===== src/telemetry_pkg.sv =====
// Package for the telemetry command bank: command codes, field positions,
// reset values and ADC selection codes.
// Assumes a command-level front end that decodes the serial protocol.
package telemetry_pkg;
  localparam logic [7:0] CMD_VIN        = 8'h88;
  localparam logic [7:0] CMD_IIN_TOTAL  = 8'h89;
  localparam logic [7:0] CMD_VOUT       = 8'h8B;
  localparam logic [7:0] CMD_IOUT       = 8'h8C;
  localparam logic [7:0] CMD_TEMP_EXT   = 8'h8D;
  localparam logic [7:0] CMD_TEMP_DIE   = 8'h8E;
  localparam logic [7:0] CMD_DUTY       = 8'h94;
  localparam logic [7:0] CMD_FREQ       = 8'h95;
  localparam logic [7:0] CMD_POUT       = 8'h96;
  localparam logic [7:0] CMD_IOUT_MAX   = 8'hD7;
  localparam logic [7:0] CMD_ADC_SEL    = 8'hD8;
  localparam logic [7:0] CMD_FAST_STAT  = 8'hDA;
  localparam logic [7:0] CMD_VOUT_MAX   = 8'hDD;
  localparam logic [7:0] CMD_VIN_MAX    = 8'hDE;
  localparam logic [7:0] CMD_TEXT_MAX   = 8'hDF;
  localparam logic [7:0] CMD_IIN_CHAN   = 8'hED;
  localparam logic [7:0] CMD_TDIE_MAX   = 8'hF4;
  // No code is printed for the information word; this one is a free slot.
  localparam logic [7:0] CMD_INFO       = 8'hB6;
  localparam int         ECC_BIT        = 5;
  localparam logic [7:0] ADC_SEL_RESET  = 8'h00;
  localparam logic [7:0] ADC_SEL_RR     = 8'h00;
  localparam logic [7:0] ADC_SEL_SHORT  = 8'h0D;
  localparam logic [7:0] ADC_SEL_DIE    = 8'h04;
  localparam logic [7:0] FAST_MASK      = 8'h0F;
  localparam logic [15:0] PEAK_RESET    = 16'h0000;
  localparam logic [15:0] ZERO_WORD     = 16'h0000;
endpackage


===== src/telemetry_bank.sv =====
// Telemetry command bank: holds readings, peaks, ADC select and fast status.
// Assumes the serial front end hands over decoded word reads and byte writes,
// one cycle each, and a measurement engine that delivers raw results.
`timescale 1ns/1ns
module telemetry_bank
  import telemetry_pkg::*;
(
  input  wire logic        clk,
  input  wire logic        nrst,
  input  wire logic        page,
  input  wire logic        cmd_valid,
  input  wire logic        cmd_write,
  input  wire logic [7:0]  cmd_code,
  input  wire logic [7:0]  cmd_wdata,
  input  wire logic        clear_maxima_command,
  input  wire logic        meas_valid,
  input  wire logic [3:0]  meas_kind,
  input  wire logic        meas_chan,
  input  wire logic [15:0] meas_value,
  input  wire logic [15:0] meas_aux,
  input  wire logic [15:0] input_current_offset0,
  input  wire logic [15:0] input_current_offset1,
  input  wire logic        ecc_update,
  input  wire logic        ecc_clean,
  output logic             rsp_valid,
  output logic [7:0]       rsp_lo,
  output logic [7:0]       rsp_hi,
  output logic [7:0]       adc_select_eff,
  output logic             invalid_data_flag
);
  // Measurement kinds delivered by the engine.
  localparam logic [3:0] K_VIN  = 4'h0;
  localparam logic [3:0] K_VOUT = 4'h1;
  localparam logic [3:0] K_IOUT = 4'h2;
  localparam logic [3:0] K_TEXT = 4'h3;
  localparam logic [3:0] K_TDIE = 4'h4;
  localparam logic [3:0] K_DUTY = 4'h5;
  localparam logic [3:0] K_FREQ = 4'h6;

  typedef struct packed {
    logic [15:0]      vin;
    logic [15:0]      freq;
    logic [15:0]      tdie;
    logic [1:0][15:0] vout;
    logic [1:0][15:0] iout;
    logic [1:0][15:0] text;
    logic [1:0][15:0] duty;
    logic [1:0][15:0] iin;
    logic [1:0][15:0] pout;
    logic [1:0][15:0] vout_max;
    logic [1:0][15:0] iout_max;
    logic [1:0][15:0] text_max;
    logic [15:0]      vin_max;
    logic [15:0]      tdie_max;
    logic [7:0]       adc_sel;
    logic [7:0]       fast_stat;
    logic             ecc_ok;
    logic             rsp_valid;
    logic [15:0]      rsp;
  } state_t;

  state_t st_ff;
  state_t nxt_st;

  function automatic logic sel_valid(input logic [7:0] s);
    case (s)
      8'h00, 8'h01, 8'h04, 8'h05, 8'h06, 8'h08,
      8'h09, 8'h0A, 8'h0C, 8'h0D: sel_valid = 1'b1;
      default: sel_valid = 1'b0;
    endcase
  endfunction

  // Linear products are scaled by truncating the low half; the exact
  // exponent bookkeeping lives in the arithmetic engine upstream.
  function automatic logic [15:0] mul_hi(input logic [15:0] a,
                                         input logic [15:0] b);
    logic [31:0] p;
    p = a * b;
    mul_hi = p[31:16];
  endfunction

  logic [15:0] rd_word;
  logic        sel_ok;

  always_comb begin
    sel_ok = sel_valid(st_ff.adc_sel);
    rd_word = ZERO_WORD;
    case (cmd_code)
      CMD_VIN:       rd_word = st_ff.vin;
      CMD_VOUT:      rd_word = st_ff.vout[page];
      CMD_IIN_TOTAL: rd_word = st_ff.iin[0] + st_ff.iin[1];
      CMD_IIN_CHAN:  rd_word = st_ff.iin[page];
      CMD_IOUT:      rd_word = st_ff.iout[page];
      CMD_TEMP_EXT:  rd_word = st_ff.text[page];
      CMD_TEMP_DIE:  rd_word = st_ff.tdie;
      CMD_DUTY:      rd_word = st_ff.duty[page];
      CMD_FREQ:      rd_word = st_ff.freq;
      CMD_POUT:      rd_word = st_ff.pout[page];
      CMD_VOUT_MAX:  rd_word = st_ff.vout_max[page];
      CMD_VIN_MAX:   rd_word = st_ff.vin_max;
      CMD_IOUT_MAX:  rd_word = st_ff.iout_max[page];
      CMD_TEXT_MAX:  rd_word = st_ff.text_max[page];
      CMD_TDIE_MAX:  rd_word = st_ff.tdie_max;
      CMD_ADC_SEL:   rd_word = {8'h00, st_ff.adc_sel};
      CMD_FAST_STAT: rd_word = {8'h00, st_ff.fast_stat};
      CMD_INFO:      rd_word = 16'(st_ff.ecc_ok) << ECC_BIT;
      default:       rd_word = ZERO_WORD;
    endcase
  end

  always_comb begin
    nxt_st = st_ff;
    nxt_st.rsp_valid = 1'b0;
    if (cmd_valid && !cmd_write) begin
      nxt_st.rsp_valid = 1'b1;
      nxt_st.rsp = rd_word;
    end
    // Only the two byte registers accept writes; all words ignore them.
    if (cmd_valid && cmd_write && cmd_code == CMD_ADC_SEL) begin
      nxt_st.adc_sel = cmd_wdata;
    end
    if (cmd_valid && cmd_write && cmd_code == CMD_FAST_STAT) begin
      nxt_st.fast_stat = st_ff.fast_stat & ~cmd_wdata;
    end
    if (clear_maxima_command) begin
      nxt_st.vout_max = '0;
      nxt_st.iout_max = '0;
      nxt_st.text_max = '0;
      nxt_st.vin_max  = PEAK_RESET;
      nxt_st.tdie_max = PEAK_RESET;
    end
    if (meas_valid) begin
      case (meas_kind)
        K_VIN: begin
          nxt_st.vin = meas_value;
          if (meas_value > nxt_st.vin_max) nxt_st.vin_max = meas_value;
        end
        K_VOUT: begin
          nxt_st.vout[meas_chan] = meas_value;
          if (meas_value > nxt_st.vout_max[meas_chan])
            nxt_st.vout_max[meas_chan] = meas_value;
          // A correlated pair carries the current in meas_aux.
          nxt_st.pout[meas_chan] = mul_hi(meas_value, meas_aux);
          if (st_ff.adc_sel == ADC_SEL_SHORT)
            nxt_st.fast_stat[{meas_chan, 1'b0}] = 1'b1;
        end
        K_IOUT: begin
          nxt_st.iout[meas_chan] = meas_value;
          if (meas_value > nxt_st.iout_max[meas_chan])
            nxt_st.iout_max[meas_chan] = meas_value;
          nxt_st.iin[meas_chan] = (meas_chan ? input_current_offset1
                                  : input_current_offset0)
                                  + mul_hi(meas_value,
                                           st_ff.duty[meas_chan]);
          if (st_ff.adc_sel == ADC_SEL_SHORT)
            nxt_st.fast_stat[{meas_chan, 1'b1}] = 1'b1;
        end
        K_TEXT: begin
          nxt_st.text[meas_chan] = meas_value;
          if (meas_value > nxt_st.text_max[meas_chan])
            nxt_st.text_max[meas_chan] = meas_value;
        end
        K_TDIE: begin
          nxt_st.tdie = meas_value;
          if (meas_value > nxt_st.tdie_max) nxt_st.tdie_max = meas_value;
        end
        K_DUTY: nxt_st.duty[meas_chan] = meas_value;
        K_FREQ: nxt_st.freq = meas_value;
        default: ;
      endcase
    end
    // The new conversion wins over a clear in the same cycle.
    nxt_st.fast_stat = nxt_st.fast_stat & FAST_MASK;
    if (ecc_update) nxt_st.ecc_ok = ecc_clean;
  end

  always_ff @(posedge clk or negedge nrst) begin
    if (!nrst) begin
      st_ff <= '0;
      st_ff.adc_sel <= ADC_SEL_RESET;
      // Power-on counts as a clean restore until the engine reports.
      st_ff.ecc_ok <= 1'b1;
    end else begin
      st_ff <= nxt_st;
    end
  end

  assign rsp_valid = st_ff.rsp_valid;
  assign rsp_lo = st_ff.rsp[7:0];
  assign rsp_hi = st_ff.rsp[15:8];
  assign adc_select_eff = sel_ok ? st_ff.adc_sel : ADC_SEL_DIE;
  assign invalid_data_flag = !sel_ok;

  a_sel_write: assert property (@(posedge clk) disable iff (!nrst)
    cmd_valid && cmd_write && cmd_code == CMD_ADC_SEL
    |=> st_ff.adc_sel == $past(cmd_wdata))
    else $error("ADC select write not stored");
  a_ro_words: assert property (@(posedge clk) disable iff (!nrst)
    cmd_valid && cmd_write && cmd_code == CMD_VIN && !meas_valid
    |=> st_ff.vin == $past(st_ff.vin))
    else $error("Read-only word changed on write");
  a_fast_clear: assert property (@(posedge clk) disable iff (!nrst)
    cmd_valid && cmd_write && cmd_code == CMD_FAST_STAT && !meas_valid
    |=> (st_ff.fast_stat & $past(cmd_wdata)) == 8'h00)
    else $error("Fast status bit not cleared");
  a_peak_clear: assert property (@(posedge clk) disable iff (!nrst)
    clear_maxima_command && !meas_valid |=> st_ff.vin_max == PEAK_RESET)
    else $error("Input peak not cleared");
  a_peak_hold: assert property (@(posedge clk) disable iff (!nrst)
    !clear_maxima_command |=> st_ff.vout_max[0] >= $past(st_ff.vout_max[0]))
    else $error("Output voltage peak dropped");
  a_bad_sel: assert property (@(posedge clk) disable iff (!nrst)
    st_ff.adc_sel > ADC_SEL_SHORT
    |-> invalid_data_flag && adc_select_eff == ADC_SEL_DIE)
    else $error("Reserved select not forced to die");
  a_read_ans: assert property (@(posedge clk) disable iff (!nrst)
    cmd_valid && !cmd_write && cmd_code == CMD_VIN
    |=> rsp_valid && {rsp_hi, rsp_lo} == $past(st_ff.vin))
    else $error("Read answer wrong");
  a_iin_total: assert property (@(posedge clk) disable iff (!nrst)
    cmd_valid && !cmd_write && cmd_code == CMD_IIN_TOTAL
    |=> {rsp_hi, rsp_lo} == $past(st_ff.iin[0] + st_ff.iin[1]))
    else $error("Total input current not the sum");
  a_ecc_upd: assert property (@(posedge clk) disable iff (!nrst)
    ecc_update |=> st_ff.ecc_ok == $past(ecc_clean))
    else $error("ECC status not refreshed");

  // Each stored reading follows results of its own kind and channel only.
  // The channel picked in each check is arbitrary; the random traffic
  // reaches both channels, so one of them is enough to catch a swap.
  a_vin_store: assert property (@(posedge clk) disable iff (!nrst)
    meas_valid && meas_kind == K_VIN |=> st_ff.vin == $past(meas_value))
    else $error("Input voltage reading not stored");
  a_vout_read: assert property (@(posedge clk) disable iff (!nrst)
    cmd_valid && !cmd_write && cmd_code == CMD_VOUT
    |=> {rsp_hi, rsp_lo} == $past(st_ff.vout[page]))
    else $error("Output voltage read from wrong page");
  a_chan_iin: assert property (@(posedge clk) disable iff (!nrst)
    meas_valid && meas_kind == K_IOUT && !meas_chan
    |=> st_ff.iin[0] == $past(input_current_offset0
                              + mul_hi(meas_value, st_ff.duty[0])))
    else $error("Channel input current not offset plus product");
  a_iout_store: assert property (@(posedge clk) disable iff (!nrst)
    meas_valid && meas_kind == K_IOUT && meas_chan
    |=> st_ff.iout[1] == $past(meas_value))
    else $error("Output current reading not stored");
  a_text_store: assert property (@(posedge clk) disable iff (!nrst)
    meas_valid && meas_kind == K_TEXT && meas_chan
    |=> st_ff.text[1] == $past(meas_value))
    else $error("External temperature reading not stored");
  a_die_alone: assert property (@(posedge clk) disable iff (!nrst)
    meas_valid && meas_kind == K_TDIE
    |=> $stable(st_ff.iout) && $stable(st_ff.text) && $stable(st_ff.iin))
    else $error("Die temperature disturbed another reading");
  a_duty_store: assert property (@(posedge clk) disable iff (!nrst)
    meas_valid && meas_kind == K_DUTY && !meas_chan
    |=> st_ff.duty[0] == $past(meas_value))
    else $error("Duty cycle reading not stored");
  a_freq_store: assert property (@(posedge clk) disable iff (!nrst)
    meas_valid && meas_kind == K_FREQ |=> st_ff.freq == $past(meas_value))
    else $error("Frequency reading not stored");
  a_pout_calc: assert property (@(posedge clk) disable iff (!nrst)
    meas_valid && meas_kind == K_VOUT && meas_chan
    |=> st_ff.pout[1] == $past(mul_hi(meas_value, meas_aux)))
    else $error("Output power not the correlated product");

  // A peak may never sit below a result that has just been taken, even
  // when a clear lands in the same cycle.
  a_vout_peak: assert property (@(posedge clk) disable iff (!nrst)
    meas_valid && meas_kind == K_VOUT && !meas_chan
    |=> st_ff.vout_max[0] >= $past(meas_value))
    else $error("Output voltage peak below reading");
  a_iout_peak: assert property (@(posedge clk) disable iff (!nrst)
    meas_valid && meas_kind == K_IOUT && meas_chan
    |=> st_ff.iout_max[1] >= $past(meas_value))
    else $error("Output current peak below reading");
  a_text_peak: assert property (@(posedge clk) disable iff (!nrst)
    meas_valid && meas_kind == K_TEXT && !meas_chan
    |=> st_ff.text_max[0] >= $past(meas_value))
    else $error("External temperature peak below reading");
  a_die_peak: assert property (@(posedge clk) disable iff (!nrst)
    meas_valid && meas_kind == K_TDIE
    |=> st_ff.tdie_max >= $past(meas_value))
    else $error("Die temperature peak below reading");

  a_sel_keep: assert property (@(posedge clk) disable iff (!nrst)
    !(cmd_valid && cmd_write && cmd_code == CMD_ADC_SEL)
    |=> $stable(st_ff.adc_sel))
    else $error("ADC select changed without a write");
  a_fast_set: assert property (@(posedge clk) disable iff (!nrst)
    meas_valid && meas_kind == K_VOUT && !meas_chan
    && st_ff.adc_sel == ADC_SEL_SHORT
    |=> st_ff.fast_stat[0])
    else $error("Fast status bit not set by conversion");
  a_fast_resv: assert property (@(posedge clk) disable iff (!nrst)
    (st_ff.fast_stat & ~FAST_MASK) == 8'h00)
    else $error("Reserved fast status bit set");
  a_info_bits: assert property (@(posedge clk) disable iff (!nrst)
    cmd_valid && !cmd_write && cmd_code == CMD_INFO
    |=> ({rsp_hi, rsp_lo} & ~(16'h0001 << ECC_BIT)) == 16'h0000
        && rsp_lo[ECC_BIT] == $past(st_ff.ecc_ok))
    else $error("Information word bits wrong");
  a_ecc_hold: assert property (@(posedge clk) disable iff (!nrst)
    !ecc_update |=> $stable(st_ff.ecc_ok))
    else $error("ECC status changed without an update");
  a_write_quiet: assert property (@(posedge clk) disable iff (!nrst)
    cmd_valid && cmd_write |=> !rsp_valid)
    else $error("Write produced a read answer");
  a_vout_ro: assert property (@(posedge clk) disable iff (!nrst)
    cmd_valid && cmd_write && cmd_code == CMD_VOUT && !meas_valid
    |=> $stable(st_ff.vout))
    else $error("Output voltage word changed on write");
  a_good_sel: assert property (@(posedge clk) disable iff (!nrst)
    st_ff.adc_sel == ADC_SEL_SHORT || st_ff.adc_sel == ADC_SEL_RR
    |-> !invalid_data_flag && adc_select_eff == st_ff.adc_sel)
    else $error("Valid loop select not passed through");
  a_fast_idle: assert property (@(posedge clk) disable iff (!nrst)
    st_ff.adc_sel != ADC_SEL_SHORT
    |=> (st_ff.fast_stat & ~$past(st_ff.fast_stat)) == 8'h00)
    else $error("Fast status set outside the short loop");
  a_byte_read: assert property (@(posedge clk) disable iff (!nrst)
    cmd_valid && !cmd_write && cmd_code == CMD_ADC_SEL
    |=> rsp_hi == 8'h00 && rsp_lo == $past(st_ff.adc_sel))
    else $error("Byte register not returned in low byte");
  a_rsp_source: assert property (@(posedge clk) disable iff (!nrst)
    rsp_valid |-> $past(cmd_valid && !cmd_write))
    else $error("Read answer without a read");
endmodule // telemetry_bank


===== config.mk =====
export PLATFORM = sky130hd
export DESIGN_NAME = telemetry_bank
export DESIGN_NICKNAME = d
export VERILOG_FILES = /design/src/telemetry_pkg.sv /design/src/telemetry_bank.sv
export SDC_FILE = /design/constraint.sdc
export NUM_CORES = 2
export LEC_CHECK = 0
export ABC_CLOCK_PERIOD_IN_PS = 9900
export BUFFER_PORTS_ARGS = -buffer_cell sky130_fd_sc_hd__buf_2
export CORE_MARGIN = 1
export CORE_UTILIZATION = 40
export CTS_BUF_LIST = sky130_fd_sc_hd__clkbuf_4 sky130_fd_sc_hd__clkbuf_8
export CTS_CLUSTER_SIZE = 40
export DETAILED_ROUTE_END_ITERATION = 8
export PLACE_DENSITY = 0.53
export SLEW_MARGIN = 15
export SYNTH_ARGS = -nofsm -noshare
export SYNTH_HDL_FRONTEND = slang
export SYNTH_SLANG_ARGS = --single-unit

===== constraint.sdc =====
create_clock -name clk -period 9.9 [get_ports clk]
set_clock_uncertainty 0.15 [all_clocks]
set_input_delay 1.98 -clock clk [delete_from_list [all_inputs] [get_ports clk]]
set_output_delay 1.98 -clock clk [all_outputs]
set_load 0.005 [all_outputs]

==> impl_metrics.csv <==
group,metric,value,unit
route,drc,10,
timing,slew_headroom,0.224,
worst_setup_path,crit_path_top_delay_cell,"fa_1",
floorplanning,ios,120,
synth,synth_area_leaders,"dfrtp_1, fa_1, ha_1",
timing,grt_setup_unrepaired,"false",
floorplanning,fp.dieArea,0.0994,sq mm
synth,synth-seq-area-share,0.254,
synth,synthCells,4131,
global_route,grtUsageTotal,0.268,
route,avgViaCountPerCell,5.48,
synth,ys_warn_count,0,
clock_network,ctsResizeCount,0,
synth,synth_compound_area_frac,0.100,
synth,synth_top_cell_area_share,0.253,
clock_network,insertion_delay,0.71,ns
final_layout,final_nets,5019,
placement,port_buffers,115,
worst_hold_path,min-delay-path-class,"flop to flop",
synth,yosys.area_share.adder,0.298,
timing,min_period_over_period,0.943,
timing,worst-slew-pin-transition,1.16,ns
synth,synth_xor_area_frac,0.0134,
worst_setup_path,worstSetupStartpointType,"primary input",
timing,tns,0,ns
global_route,grt_pass1_vias,30698,
floorplanning,core-area,0.0970,sq mm
worst_hold_path,hold_start,"st_ff[166]",
placement,gp_congestion,0.954,
power_and_ir_drop,leakage,21.1,nW
route,ant_nets,0,
floorplanning,start_util,0.405,
synth,syn_area,0.0392,sq mm
final_layout,stdcell_count,5564,
final_layout,multi_input_area,0.0264,sq mm
worst_setup_path,endpoint,"st_ff[209]",
worst_setup_path,cp-end-kind,"flop",
clock_network,postCtsHoldBufs,0,
route,wl_per_cell,23.7,um
worst_setup_path,reg2reg_depth,31,
synth,ys_ff_latch,398,
route,drt_iter0_drc,2817,
floorplanning,rows,114,
worst_setup_path,critPathMaxStageDelay,0.54,ns
clock_network,cts_sinks,398,
synth,synthMuxAreaShare,0.108,
synth,synth_area_per_cell,9.50,sq um
route,vias,30491,
route,finalWirelength,132000,um
clock_network,cts_tree,"yes",
synth,ys.flop_type,"dfrtp_1",
synth,async_reset_ff_frac,1.00,
worst_setup_path,rrSetupSlack,1.77,ns
global_route,grt_pass1_wl,199000,um
synth,synth_top_cell_by_area,"dfrtp_1",
status,violations,"design-rule violations",
worst_setup_path,required,10.28,ns
global_route,antenna_found_initial,17,
placement,dp_hpwl,97900,um
clock_network,cts.htree.levels,3,
route,detail_route.first_pass.iterations,8,
clock_network,clockBufferDepth,3,
clock_network,root_buffer,"clkbuf_8",
synth,synth_top_family_by_area,"adder cells",
synth,synth_simple_gate_area_frac,0.150,
status,status,"finished, violations left",
global_route,grt_max_degree,179,
worst_setup_path,crit_type,"primary input to flop",
power_and_ir_drop,ir_drop,925,uV
final_layout,nFillCells,9520,
timing,setup_violations,0,
floorplanning,die_w,315,um
worst_setup_path,crit_fanout,12,
flow_run,cap_violations,0,
final_layout,syn_to_final_growth,10.5,%
final_layout,seqCellArea,0.00996,sq mm
worst_setup_path,r2r_start,"st_ff[244]",
synth,synth_cell_types,77,
power_and_ir_drop,power.density,403,mW/mm^2
timing,finalHoldViolations,0,
worst_setup_path,critPathArrivalTime,9.72,ns
clock_network,cts_setup_buffers,0,
placement,dp.cells,5421,
synth,synth_edf_count,0,
final_layout,drive_above_1_share,0.163,
timing,fmax,107,MHz
clock_network,cts_buffers,77,
timing,drv_slew,0,
floorplanning,die_h,315,um
worst_setup_path,startpoint,"meas_chan",
worst_setup_path,reg2reg_to,"st_ff[209]",
clock_network,path_clk_slew,0.05,ns
timing,period_minus_slack,9.34,ns
global_route,grt_remaining_overflow,0,
[metrics by stage]
stage | setup WS (ns) | util | area [sq um] | hold WS, ns | power [W]
floorplan | 0.00410 | - | 39300 | 0.288 | 0.0111
global placement | 0.0381 | 0.430 | 41700 | 0.301 | 0.0156
detailed placement | -0.0204 | 0.430 | 41700 | 0.312 | 0.0156
CTS | 0.631 | 0.447 | 43300 | 0.325 | 0.0175
global route | 0.130 | 0.447 | 43400 | 0.344 | 0.0193
finish | 0.565 | 0.447 | 43400 | 0.317 | 0.0175
[cells in the mapped netlist, types with 39 or more instances]
library cell and number:
clkbuf_1 189, fa_1 388, nand2b_1 93, dfrtp_1 397, a21o_1 53, inv_1 513
and2_1 167, a21oi_1 91, ha_1 313, mux2i_1 188, o21ai_0 77, mux2_2 208
xnor2_1 39, nand2_1 633, nor2_1 131, or2_2 50
[critical path: cells and delay by family]
kind            cells  cell delay [ns]
compound gates     11             2.23
simple gates        5             0.82
mux                 1             0.42
xor+xnor            1             0.09
fa+ha+maj           8             3.23
buf+inv             9             0.94
[cell type report]
class,count,share of cell area
Tap cell,1276,0.0368
Multi-Input combinational cell,2965,0.608
Antenna cell,4,0.000231
Clock inverter,13,0.00289
Clock buffer,126,0.0358
Timing Repair Buffer,267,0.0415
Inverter,515,0.0446
Sequential cell,398,0.230
[worst min-delay path by stage]
stage                 end  cells past startpoint
3_3_place_gp   st_ff[166]                      2
6_report       st_ff[166]                      2
3_5_place_dp   st_ff[168]                      2
5_1_grt        st_ff[330]                      2
4_1_cts        st_ff[166]                      2
2_1_floorplan  st_ff[166]                      2
[metal layers]
| layer | vias up | track usage | part of all wire |
|---|---|---|---|
| met2 | 921 | 0.393 | 0.43 |
| met4 | 6 | 0.0895 | 0.034 |
| met5 | - | 0 | 0.00026 |
| li1 | 13830 | - | - |
| met1 | 15549 | 0.397 | 0.47 |
| met3 | 185 | 0.0449 | 0.072 |
[sequential cells by signal, indices dropped and copies added (netlist names)]
name and count:
rsp_lo 8, st_ff 381, rsp_valid 1, rsp_hi 8
[placed cells by master (no fill, tap or decap), types with 10 or more instances in the layout]
| cell type | instances |
|---|---|
| a211oi_1 | 15 |
| a21o_1 | 53 |
| a21oi_1 | 91 |
| a221oi_1 | 27 |
| a22o_1 | 35 |
| a22oi_1 | 22 |
| and2_1 | 167 |
| and3_1 | 12 |
| buf_2 | 111 |
| buf_4 | 149 |
| clkbuf_4 | 29 |
| clkbuf_8 | 97 |
| dfrtp_1 | 397 |
| fa_1 | 388 |
| ha_1 | 313 |
| inv_1 | 513 |
| mux2_2 | 208 |
| mux2i_1 | 186 |
| nand2_1 | 632 |
| nand2b_1 | 93 |
| nand3_1 | 26 |
| nand3b_1 | 18 |
| nand4_1 | 27 |
| nor2_1 | 125 |
| nor2b_1 | 33 |
| nor3_1 | 15 |
| o211ai_1 | 11 |
| o21a_1 | 17 |
| o21ai_0 | 77 |
| o21ai_1 | 25 |
| o221ai_1 | 10 |
| o22ai_1 | 37 |
| o311ai_0 | 33 |
| o31ai_1 | 37 |
| or2_2 | 50 |
| xnor2_1 | 39 |
| xor2_1 | 21 |
[cell families after synthesis]
family | count (synthesis)
AO/OA/AOI/OAI | 558
XOR/XNOR | 60
adder cells (fa/ha/maj) | 701
buffers and inverters | 771
flip-flops | 398
multiplexers | 397
other | 1
AND/OR/NAND/NOR | 1245
[where the power goes]
part | total (W) | internal, W | switching, W
Clock | 0.00180 | 0.00102 | 0.000778
Sequential | 0.00209 | 0.00189 | 0.000193
Combinational | 0.0136 | 0.00581 | 0.00778
Power figures use the tool's default switching activity.
